### src/rtl/fcc_pkg.sv
// Constants for the serial frame CRC generator and checker.
// Assumes 32-bit frames, most significant frame bit first on the serial link.
package fcc_pkg;
   // Generator polynomial x8+x5+x3+x2+x+1 without the x8 term
   localparam logic [7:0] FCC_POLY = 8'h2F;
   localparam logic [7:0] FCC_CRC_RST = 8'h00;
   // Frame and payload lengths in bits
   localparam logic [5:0] FCC_FRAME_BITS = 6'd32;
   localparam logic [5:0] FCC_WR_PAY_BITS = 6'd21;
   localparam logic [5:0] FCC_RD_PAY_BITS = 6'd22;
   // Last frame-bit count at which a CRC bit is still shifted out
   localparam logic [5:0] FCC_RD_CRC_LAST = 6'd29;
   // Write frame field positions
   localparam int FCC_WR_DEV_HI = 31;
   localparam int FCC_WR_DEV_LO = 27;
   localparam int FCC_WR_REG_HI = 26;
   localparam int FCC_WR_REG_LO = 21;
   localparam int FCC_WR_DAT_HI = 20;
   localparam int FCC_WR_DAT_LO = 13;
   localparam int FCC_WR_ALL_BIT = 12;
   localparam int FCC_WR_CRC_HI = 10;
   localparam int FCC_WR_CRC_LO = 3;
   // Readback frame: payload above the acknowledge bit, padding below
   localparam int FCC_RD_USER_BITS = 21;
   localparam int FCC_RD_PAD_BITS = 10;
endpackage

### src/rtl/fcc_crc_step.sv
// Bit-serial CRC-8 shift register, one payload bit per enabled clock.
// Assumes clear and step come from logic on the same clock.
`timescale 1ns/1ps
module fcc_crc_step
   import fcc_pkg::*;
(
   // Clock and reset
   input wire logic clk,
   input wire logic srst,
   // Control
   input wire logic clr,
   input wire logic step,
   input wire logic din,
   // Result
   output logic [7:0] crc_q
);
   logic [7:0] base;
   logic [7:0] crc_d;
   logic fb;

   // A clear in the same cycle as a step starts the new frame from zero
   always_comb
   begin
      base = clr ? FCC_CRC_RST : crc_q;
      fb = base[7];
      crc_d = {base[6:0], din} ^ ({8{fb}} & FCC_POLY);
      if (!step)
      begin
         crc_d = base;
      end
   end

   always_ff @(posedge clk)
   begin
      if (srst)
      begin
         crc_q <= FCC_CRC_RST;
      end
      else
      begin
         crc_q <= crc_d;
      end
   end

   property p_step_eq;
      @(posedge clk) disable iff (srst)
      (step && !clr) |=> (crc_q == (({$past(crc_q[6:0]), $past(din)})
                                     ^ ({8{$past(crc_q[7])}} & FCC_POLY)));
   endproperty
   a_step_eq: assert property (p_step_eq) else $error("crc step wrong");

   property p_clr_zero;
      @(posedge clk) disable iff (srst)
      (clr && !step) |=> (crc_q == FCC_CRC_RST);
   endproperty
   a_clr_zero: assert property (p_clr_zero) else $error("crc not cleared");
endmodule

### src/rtl/fcc_frame_crc.sv
// Serial frame CRC unit: checks write frames and builds readback frames.
// Assumes serial pins are asynchronous to clk and slow enough to be sampled.
//
// Overview of operation
// - Each readback frame carries a CRC over bits 31..10 in its bits 9..2.
// - For conversion readback the CRC covers address, channel, result and acknowledge bit.
// - For register readback the CRC covers address, register, contents, two zeros and ack.
// - The CRC is the 8-bit remainder of division by x8+x5+x3+x2+x+1, sent bit 7 first.
// - The payload is 21 bits for a write frame and 22 bits for a readback frame.
// - Write payload is bits 31..11, readback payload bits 31..10, highest bit first.
// - The CRC state is cleared to zero before every frame.
// - Each step shifts the state left, feeding in^bit7 and folding bit7 into taps 1,2,3,5.
// - A write whose received CRC differs from the computed one is discarded.
// - The acknowledge bit of the next readback frame is set only after an accepted write.
`timescale 1ns/1ps
module fcc_frame_crc
   import fcc_pkg::*;
(
   // Clock and reset
   input wire logic clk,
   input wire logic srst,
   // Serial link pins
   input wire logic cs_n,
   input wire logic sclk,
   input wire logic sdi,
   output logic sdo_q,
   // Readback payload, bits 31..11, sampled at frame start
   input wire logic [20:0] rd_payload,
   // Accepted write
   output logic wr_stb_q,
   output logic [4:0] wr_dev_q,
   output logic [5:0] wr_reg_q,
   output logic [7:0] wr_data_q,
   output logic wr_all_q,
   // Status
   output logic crc_err_q,
   output logic ack_q
);
   ////////////////////////////////////////////////////////////////////////////
   // Pin synchronisers and edge detection
   logic cs_s1_q, cs_s2_q, cs_s3_q;
   logic ck_s1_q, ck_s2_q, ck_s3_q;
   logic di_s1_q, di_s2_q;
   logic cs_fall, cs_rise, ck_rise, ck_fall, active;

   always_ff @(posedge clk)
   begin
      if (srst)
      begin
         cs_s1_q <= 1'b1;
         cs_s2_q <= 1'b1;
         cs_s3_q <= 1'b1;
         ck_s1_q <= 1'b0;
         ck_s2_q <= 1'b0;
         ck_s3_q <= 1'b0;
         di_s1_q <= 1'b0;
         di_s2_q <= 1'b0;
      end
      else
      begin
         cs_s1_q <= cs_n;
         cs_s2_q <= cs_s1_q;
         cs_s3_q <= cs_s2_q;
         ck_s1_q <= sclk;
         ck_s2_q <= ck_s1_q;
         ck_s3_q <= ck_s2_q;
         di_s1_q <= sdi;
         di_s2_q <= di_s1_q;
      end
   end

   assign cs_fall = cs_s3_q && !cs_s2_q;
   assign cs_rise = !cs_s3_q && cs_s2_q;
   assign active = !cs_s2_q;
   assign ck_rise = active && ck_s2_q && !ck_s3_q;
   assign ck_fall = active && !ck_s2_q && ck_s3_q;

   ////////////////////////////////////////////////////////////////////////////
   // Receive side: shift in write frame, check its CRC
   logic [31:0] rx_sh_q;
   logic [5:0] rx_cnt_q;
   logic [7:0] rx_crc;
   logic rx_step, rx_good, rx_full;

   always_ff @(posedge clk)
   begin
      if (srst)
      begin
         rx_sh_q <= 32'h0000_0000;
         rx_cnt_q <= 6'd0;
      end
      else if (cs_fall)
      begin
         rx_cnt_q <= 6'd0;
      end
      else if (ck_rise)
      begin
         rx_sh_q <= {rx_sh_q[30:0], di_s2_q};
         if (rx_cnt_q != FCC_FRAME_BITS)
         begin
            rx_cnt_q <= rx_cnt_q + 6'd1;
         end
      end
   end

   // Only the first 21 received bits enter the checker
   assign rx_step = ck_rise && (rx_cnt_q < FCC_WR_PAY_BITS);

   fcc_crc_step u_rx_crc (
      .clk(clk),
      .srst(srst),
      .clr(cs_fall),
      .step(rx_step),
      .din(di_s2_q),
      .crc_q(rx_crc)
   );

   assign rx_full = (rx_cnt_q == FCC_FRAME_BITS);
   assign rx_good = rx_full && (rx_sh_q[FCC_WR_CRC_HI:FCC_WR_CRC_LO] == rx_crc);

   // A short frame, or a pure readback frame with idle input, also clears ack
   always_ff @(posedge clk)
   begin
      if (srst)
      begin
         wr_stb_q <= 1'b0;
         crc_err_q <= 1'b0;
         ack_q <= 1'b0;
         wr_dev_q <= 5'h00;
         wr_reg_q <= 6'h00;
         wr_data_q <= 8'h00;
         wr_all_q <= 1'b0;
      end
      else
      begin
         wr_stb_q <= cs_rise && rx_good;
         crc_err_q <= cs_rise && rx_full && !rx_good;
         if (cs_rise)
         begin
            ack_q <= rx_good;
         end
         if (cs_rise && rx_good)
         begin
            wr_dev_q <= rx_sh_q[FCC_WR_DEV_HI:FCC_WR_DEV_LO];
            wr_reg_q <= rx_sh_q[FCC_WR_REG_HI:FCC_WR_REG_LO];
            wr_data_q <= rx_sh_q[FCC_WR_DAT_HI:FCC_WR_DAT_LO];
            wr_all_q <= rx_sh_q[FCC_WR_ALL_BIT];
         end
      end
   end

   ////////////////////////////////////////////////////////////////////////////
   // Transmit side: readback payload plus ack, then CRC, then zeros
   logic [31:0] tx_sh_q;
   logic [5:0] tx_cnt_q;
   logic [7:0] tx_crc;
   logic [5:0] crc_off;
   logic tx_step, tx_din, next_bit;

   // Payload layout of address, channel or register and data is the caller's
   assign tx_din = cs_fall ? rd_payload[FCC_RD_USER_BITS-1] : tx_sh_q[30];
   assign tx_step = cs_fall || (ck_fall && (tx_cnt_q < FCC_RD_PAY_BITS));
   assign crc_off = FCC_RD_CRC_LAST - tx_cnt_q;

   fcc_crc_step u_tx_crc (
      .clk(clk),
      .srst(srst),
      .clr(cs_fall),
      .step(tx_step),
      .din(tx_din),
      .crc_q(tx_crc)
   );

   always_comb
   begin
      next_bit = 1'b0;
      if (tx_cnt_q < FCC_RD_PAY_BITS)
      begin
         next_bit = tx_sh_q[30];
      end
      else if (tx_cnt_q <= FCC_RD_CRC_LAST)
      begin
         next_bit = tx_crc[crc_off[2:0]];
      end
   end

   always_ff @(posedge clk)
   begin
      if (srst)
      begin
         tx_sh_q <= 32'h0000_0000;
         tx_cnt_q <= 6'd0;
         sdo_q <= 1'b0;
      end
      else if (cs_fall)
      begin
         tx_sh_q <= {rd_payload, ack_q, {FCC_RD_PAD_BITS{1'b0}}};
         tx_cnt_q <= 6'd1;
         sdo_q <= rd_payload[FCC_RD_USER_BITS-1];
      end
      else if (ck_fall)
      begin
         tx_sh_q <= {tx_sh_q[30:0], 1'b0};
         sdo_q <= next_bit;
         if (tx_cnt_q != FCC_FRAME_BITS)
         begin
            tx_cnt_q <= tx_cnt_q + 6'd1;
         end
      end
      else if (cs_rise)
      begin
         sdo_q <= 1'b0;
      end
   end

   ////////////////////////////////////////////////////////////////////////////
   // Assertions
   logic [5:0] rx_steps_q, tx_steps_q;

   always_ff @(posedge clk)
   begin
      if (srst || cs_fall)
      begin
         rx_steps_q <= 6'd0;
      end
      else if (rx_step)
      begin
         rx_steps_q <= rx_steps_q + 6'd1;
      end
   end

   always_ff @(posedge clk)
   begin
      if (srst)
      begin
         tx_steps_q <= 6'd0;
      end
      else if (cs_fall)
      begin
         tx_steps_q <= 6'd1;
      end
      else if (tx_step)
      begin
         tx_steps_q <= tx_steps_q + 6'd1;
      end
   end

   property p_bad_drop;
      @(posedge clk) disable iff (srst)
      (cs_rise && !rx_good) |=> !wr_stb_q;
   endproperty
   a_bad_drop: assert property (p_bad_drop) else $error("bad write taken");

   property p_good_take;
      @(posedge clk) disable iff (srst)
      (cs_rise && rx_good) |=> (wr_stb_q && ack_q
         && wr_reg_q == $past(rx_sh_q[FCC_WR_REG_HI:FCC_WR_REG_LO]));
   endproperty
   a_good_take: assert property (p_good_take) else $error("good write lost");

   property p_ack_only_good;
      @(posedge clk) disable iff (srst)
      $rose(ack_q) |-> $past(cs_rise && rx_good);
   endproperty
   a_ack_only_good: assert property (p_ack_only_good) else $error("ack without write");

   property p_rx_len;
      @(posedge clk) disable iff (srst)
      (rx_cnt_q >= FCC_WR_PAY_BITS) |-> (rx_steps_q == FCC_WR_PAY_BITS);
   endproperty
   a_rx_len: assert property (p_rx_len) else $error("write crc length");

   property p_tx_len;
      @(posedge clk) disable iff (srst)
      (active && tx_cnt_q >= FCC_RD_PAY_BITS) |-> (tx_steps_q == FCC_RD_PAY_BITS);
   endproperty
   a_tx_len: assert property (p_tx_len) else $error("read crc length");

   property p_crc_msb;
      @(posedge clk) disable iff (srst)
      (ck_fall && tx_cnt_q == FCC_RD_PAY_BITS) |=> (sdo_q == $past(tx_crc[7]));
   endproperty
   a_crc_msb: assert property (p_crc_msb) else $error("crc msb not sent");

   property p_load;
      @(posedge clk) disable iff (srst)
      cs_fall |=> (tx_sh_q[31:10] == {$past(rd_payload), $past(ack_q)} && sdo_q == tx_sh_q[31]);
   endproperty
   a_load: assert property (p_load) else $error("readback load wrong");

   property p_tail_zero;
      @(posedge clk) disable iff (srst)
      (ck_fall && tx_cnt_q > FCC_RD_CRC_LAST) |=> !sdo_q;
   endproperty
   a_tail_zero: assert property (p_tail_zero) else $error("tail not zero");

   c_good_write: cover property (@(posedge clk) disable iff (srst) wr_stb_q);
   c_bad_write: cover property (@(posedge clk) disable iff (srst) crc_err_q);
   c_full_read: cover property (@(posedge clk) disable iff (srst)
      (cs_rise && tx_cnt_q == FCC_FRAME_BITS));
endmodule

### config.mk
export PLATFORM = sky130hd
export DESIGN_NAME = fcc_frame_crc
export DESIGN_NICKNAME = d
export VERILOG_FILES = /design/src/rtl/fcc_pkg.sv /design/src/rtl/fcc_crc_step.sv /design/src/rtl/fcc_frame_crc.sv
export SDC_FILE = /design/constraint.sdc
export NUM_CORES = 1
export LEC_CHECK = 0
export BUFFER_PORTS_ARGS = -buffer_cell sky130_fd_sc_hd__buf_2
export CORE_ASPECT_RATIO = 1.25
export CORE_MARGIN = 8
export CORE_UTILIZATION = 52
export DETAILED_ROUTE_END_ITERATION = 12
export GPL_ROUTABILITY_DRIVEN = 0
export PLACE_DENSITY = 0.73
export SLEW_MARGIN = 20
export SYNTH_ARGS = -nofsm -noshare
export SYNTH_HDL_FRONTEND = slang
export SYNTH_HIERARCHICAL = 1
export SYNTH_SLANG_ARGS = --single-unit
### constraint.sdc
create_clock -name clk -period 2.2 [get_ports clk]
set_clock_uncertainty 0.2 [all_clocks]
set_input_delay 0.11 -clock clk [delete_from_list [all_inputs] [get_ports clk]]
set_output_delay 0.11 -clock clk [all_outputs]
set_load 0.05 [all_outputs]
==> flow_summary.json <==
{
  "root_buffer": "clkbuf_16",
  "cp-endpoint": "u_tx_crc/crc_q[1]$_SDFF_PP0_",
  "wl_per_cell_um": 13.6,
  "layout.cells.most_common_list": "dfxtp_1, nand2_1, nor2_1",
  "ctsHtreeMaxLevel": 4,
  "dieWidth_um": 103,
  "power_frac_seq": 0.430,
  "yosysWarnings": 6,
  "antenna_found_initial": 0,
  "wirelength_mm": 10.3,
  "top_level_ports": 50,
  "cts_tree": "done",
  "grt_pass1_wl_mm": 17.5,
  "io_buffers": 49,
  "cts_buffer_depth": 2,
  "setup_violations": 0,
  "min_period_ps": 2020,
  "drc": 0,
  "maxSlewViolCount": 0,
  "die_y_um": 125,
  "cp_max_fo": 8,
  "area_growth_pct": 24.1,
  "max_clock_freq_mhz": 496,
  "final_hold_viol_count": 0,
  "final_cells": 757,
  "post_cts_buffers": 0,
  "cts_sinks": 113,
  "dp_cells": 698,
  "diodes": 0,
  "grt_start_max_net_pins": 87,
  "final_common_cell": "dfxtp_1",
  "path_class": "flop to flop",
  "via_count": 3922,
  "p_int_mw": 3.80,
  "p_clk_frac": 0.525,
  "power_switching_mw": 1.09,
  "ant_nets": 0,
  "start_util": 0.537,
  "synthesis.area_um2": 4920,
  "ys_seq_elements": 113,
  "setup.worst_path.start_class": "flop",
  "drive_above_1_share": 0.183,
  "core_um2": 9170,
  "r2r_start": "cs_s2_q$_SDFF_PP1_",
  "leakage_nw": 2.22,
  "status": "finished clean",
  "cts_buffers": 17,
  "hp-class": "flop to flop",
  "hpwl_mm": 6.42,
  "fin_setup_tns_ps": 0,
  "switching_share": 0.223,
  "arrival_ps": 2150,
  "r2r-end": "u_tx_crc/crc_q[1]$_SDFF_PP0_",
  "first_global_vias": 3928,
  "post-route-period-util": 0.917,
  "syn-num-nets": 587,
  "rows": 39,
  "clk_latency_ps": 410,
  "syn_avg_cell_area_um2": 8.93,
  "cp-end-kind": "flop",
  "dr.pass1.iters": 5,
  "power_density_nw_per_um2": 801,
  "nNetsFinal": 657,
  "startpoint": "cs_s2_q$_SDFF_PP1_",
  "rsz0062_at_grt": "false",
  "clkTransAtPathRegs_ps": 50,
  "reg2reg_slack_ps": 180,
  "reg2regPathDepth": 6,
  "combPwrFrac": 0.045,
  "drt_iter0_markers": 129,
  "vdd_drop_max_uv": 602,
  "seq_area_frac_synth": 0.460,
  "grt-ovfl-total": 0,
  "maxCapViolations": 0,
  "track_usage": 0.169,
  "worst_ep_required_time_ps": 2330,
  "die_area_um2": 12900,
  "synth.distinct_cells": 49,
  "tightest_slew_ps": 515,
  "syn-instance-count": 551,
  "slew_headroom": 0.657,
  "vias_per_cell": 5.18
}
synth_stat cells, drive strengths merged:
master	instances	area share
o21ai	1	0.0010
mux2i	30	0.061
inv	7	0.0053
a21o	1	0.0015
o21ba	1	0.0020
buf	11	0.020
and3	4	0.0051
nand4	6	0.0076
a22o	1	0.0018
nor3b	3	0.0056
nand3	4	0.0041
a311oi	22	0.040
or3	1	0.0013
mux4	1	0.0046
nand2b	42	0.054
nand2	106	0.081
xnor2	19	0.034
ha	10	0.025
o211ai	1	0.0015
a21oi	38	0.039
xor2	7	0.012
mux2	1	0.0023
o2111ai	2	0.0036
or2	7	0.0089
nor2b	9	0.011
and4bb	2	0.0051
and2	1	0.0013
clkinv	1	0.00076
or3b	2	0.0036
a211oi	10	0.023
nor2	53	0.041
o21a	1	0.0015
nor3	3	0.0041
a22oi	1	0.0015
a31oi	2	0.0025
dfxtp	113	0.46
clkbuf	26	0.020
nor4	1	0.0013
through the flow:
stage	power (mW)	hold slack, ps	utilization	cell area [µm²]	worst slack [ps]
2_1_floorplan	2.28	-20.9	-	4920	247
3_3_place_gp	2.32	105	0.575	5270	251
3_5_place_dp	2.33	113	0.575	5270	162
4_1_cts	4.94	210	0.666	6110	150
5_1_grt	5.06	228	0.666	6110	56.0
6_report	4.90	210	0.666	6110	182
kinds of logic after synthesis:
family,Yosys count,synth area share
multiplexers,32,0.0679
AND/OR/NAND/NOR,244,0.235
XOR/XNOR,26,0.0463
buffers and inverters,45,0.0460
adder cells (fa/ha/maj),10,0.0254
AO/OA/AOI/OAI,81,0.119
flip-flops,113,0.460
repair_timing:
| action | CTS | global route |
|---|---|---|
| hold endpoints to repair | 29 | 0 |
| setup endpoints to repair | 0 | 31 |
| gates resized for setup | 0 | 1 |
| hold buffers | 27 | 0 |
flip-flops by register name, summed over array words and instances, names as in the netlist:
register / count
cs_s2_q: 1
ack_q: 1
ck_s1_q: 1
wr_dev_q: 5
tx_sh_q: 21
wr_stb_q: 1
cs_s3_q: 1
crc_err_q: 1
rx_cnt_q: 6
u_rx_crc/crc_q: 8
wr_reg_q: 6
u_tx_crc/crc_q: 8
di_s1_q: 1
ck_s2_q: 1
sdo_q: 1
tx_cnt_q: 6
ck_s3_q: 1
wr_all_q: 1
wr_data_q: 8
di_s2_q: 1
rx_sh_q: 32
cs_s1_q: 1
how the worst min path moves through the flow:
stage                             startpoint                      endpoint  cells after the start
after floorplan                         srst  u_rx_crc/crc_q[0]$_SDFF_PP0_                      1
after global placement                  cs_n            cs_s1_q$_SDFF_PP1_                      2
after detailed placement                cs_n            cs_s1_q$_SDFF_PP1_                      2
after CTS                 cs_s1_q$_SDFF_PP1_            cs_s2_q$_SDFF_PP1_                      1
after global routing      cs_s1_q$_SDFF_PP1_            cs_s2_q$_SDFF_PP1_                      1
final                     cs_s1_q$_SDFF_PP1_            cs_s2_q$_SDFF_PP1_                      1
power groups by stage:
| stage | registers (mW) | clock network (mW) | logic, mW |
|---|---|---|---|
| floorplan | 2.14 | 0 | 0.132 |
| global placement | 2.15 | 0 | 0.177 |
| detailed placement | 2.15 | 0 | 0.181 |
| CTS | 2.10 | 2.62 | 0.218 |
| global route | 2.11 | 2.71 | 0.244 |
| finish | 2.10 | 2.57 | 0.221 |
metal layers:
layer / vias up / part of all wire / track usage
met4: 0 / 0.016 / 0.0734
met1: 1835 / 0.41 / 0.183
met3: 17 / 0.045 / 0.0526
met2: 74 / 0.52 / 0.292
met5: - / 0 / 0
li1: 1996 / - / -
area by class of cell:
class	count	area, µm²
clock inverter	12	109
fill	747	3060
sequential	113	2260
tap	123	154
inverter	8	30.0
multi-input combinational	393	2440
clock buffer	20	457
timing repair buffer	88	656
worst max-delay path, stage by stage (launching register included):
cell and delay, ps:
dfxtp_1 360, or3b_1 400, a211oi_1 290, or2_2 260
buf_4 190, nor2_1 60, a211oi_2 180
(Power assumes the default switching activity.)
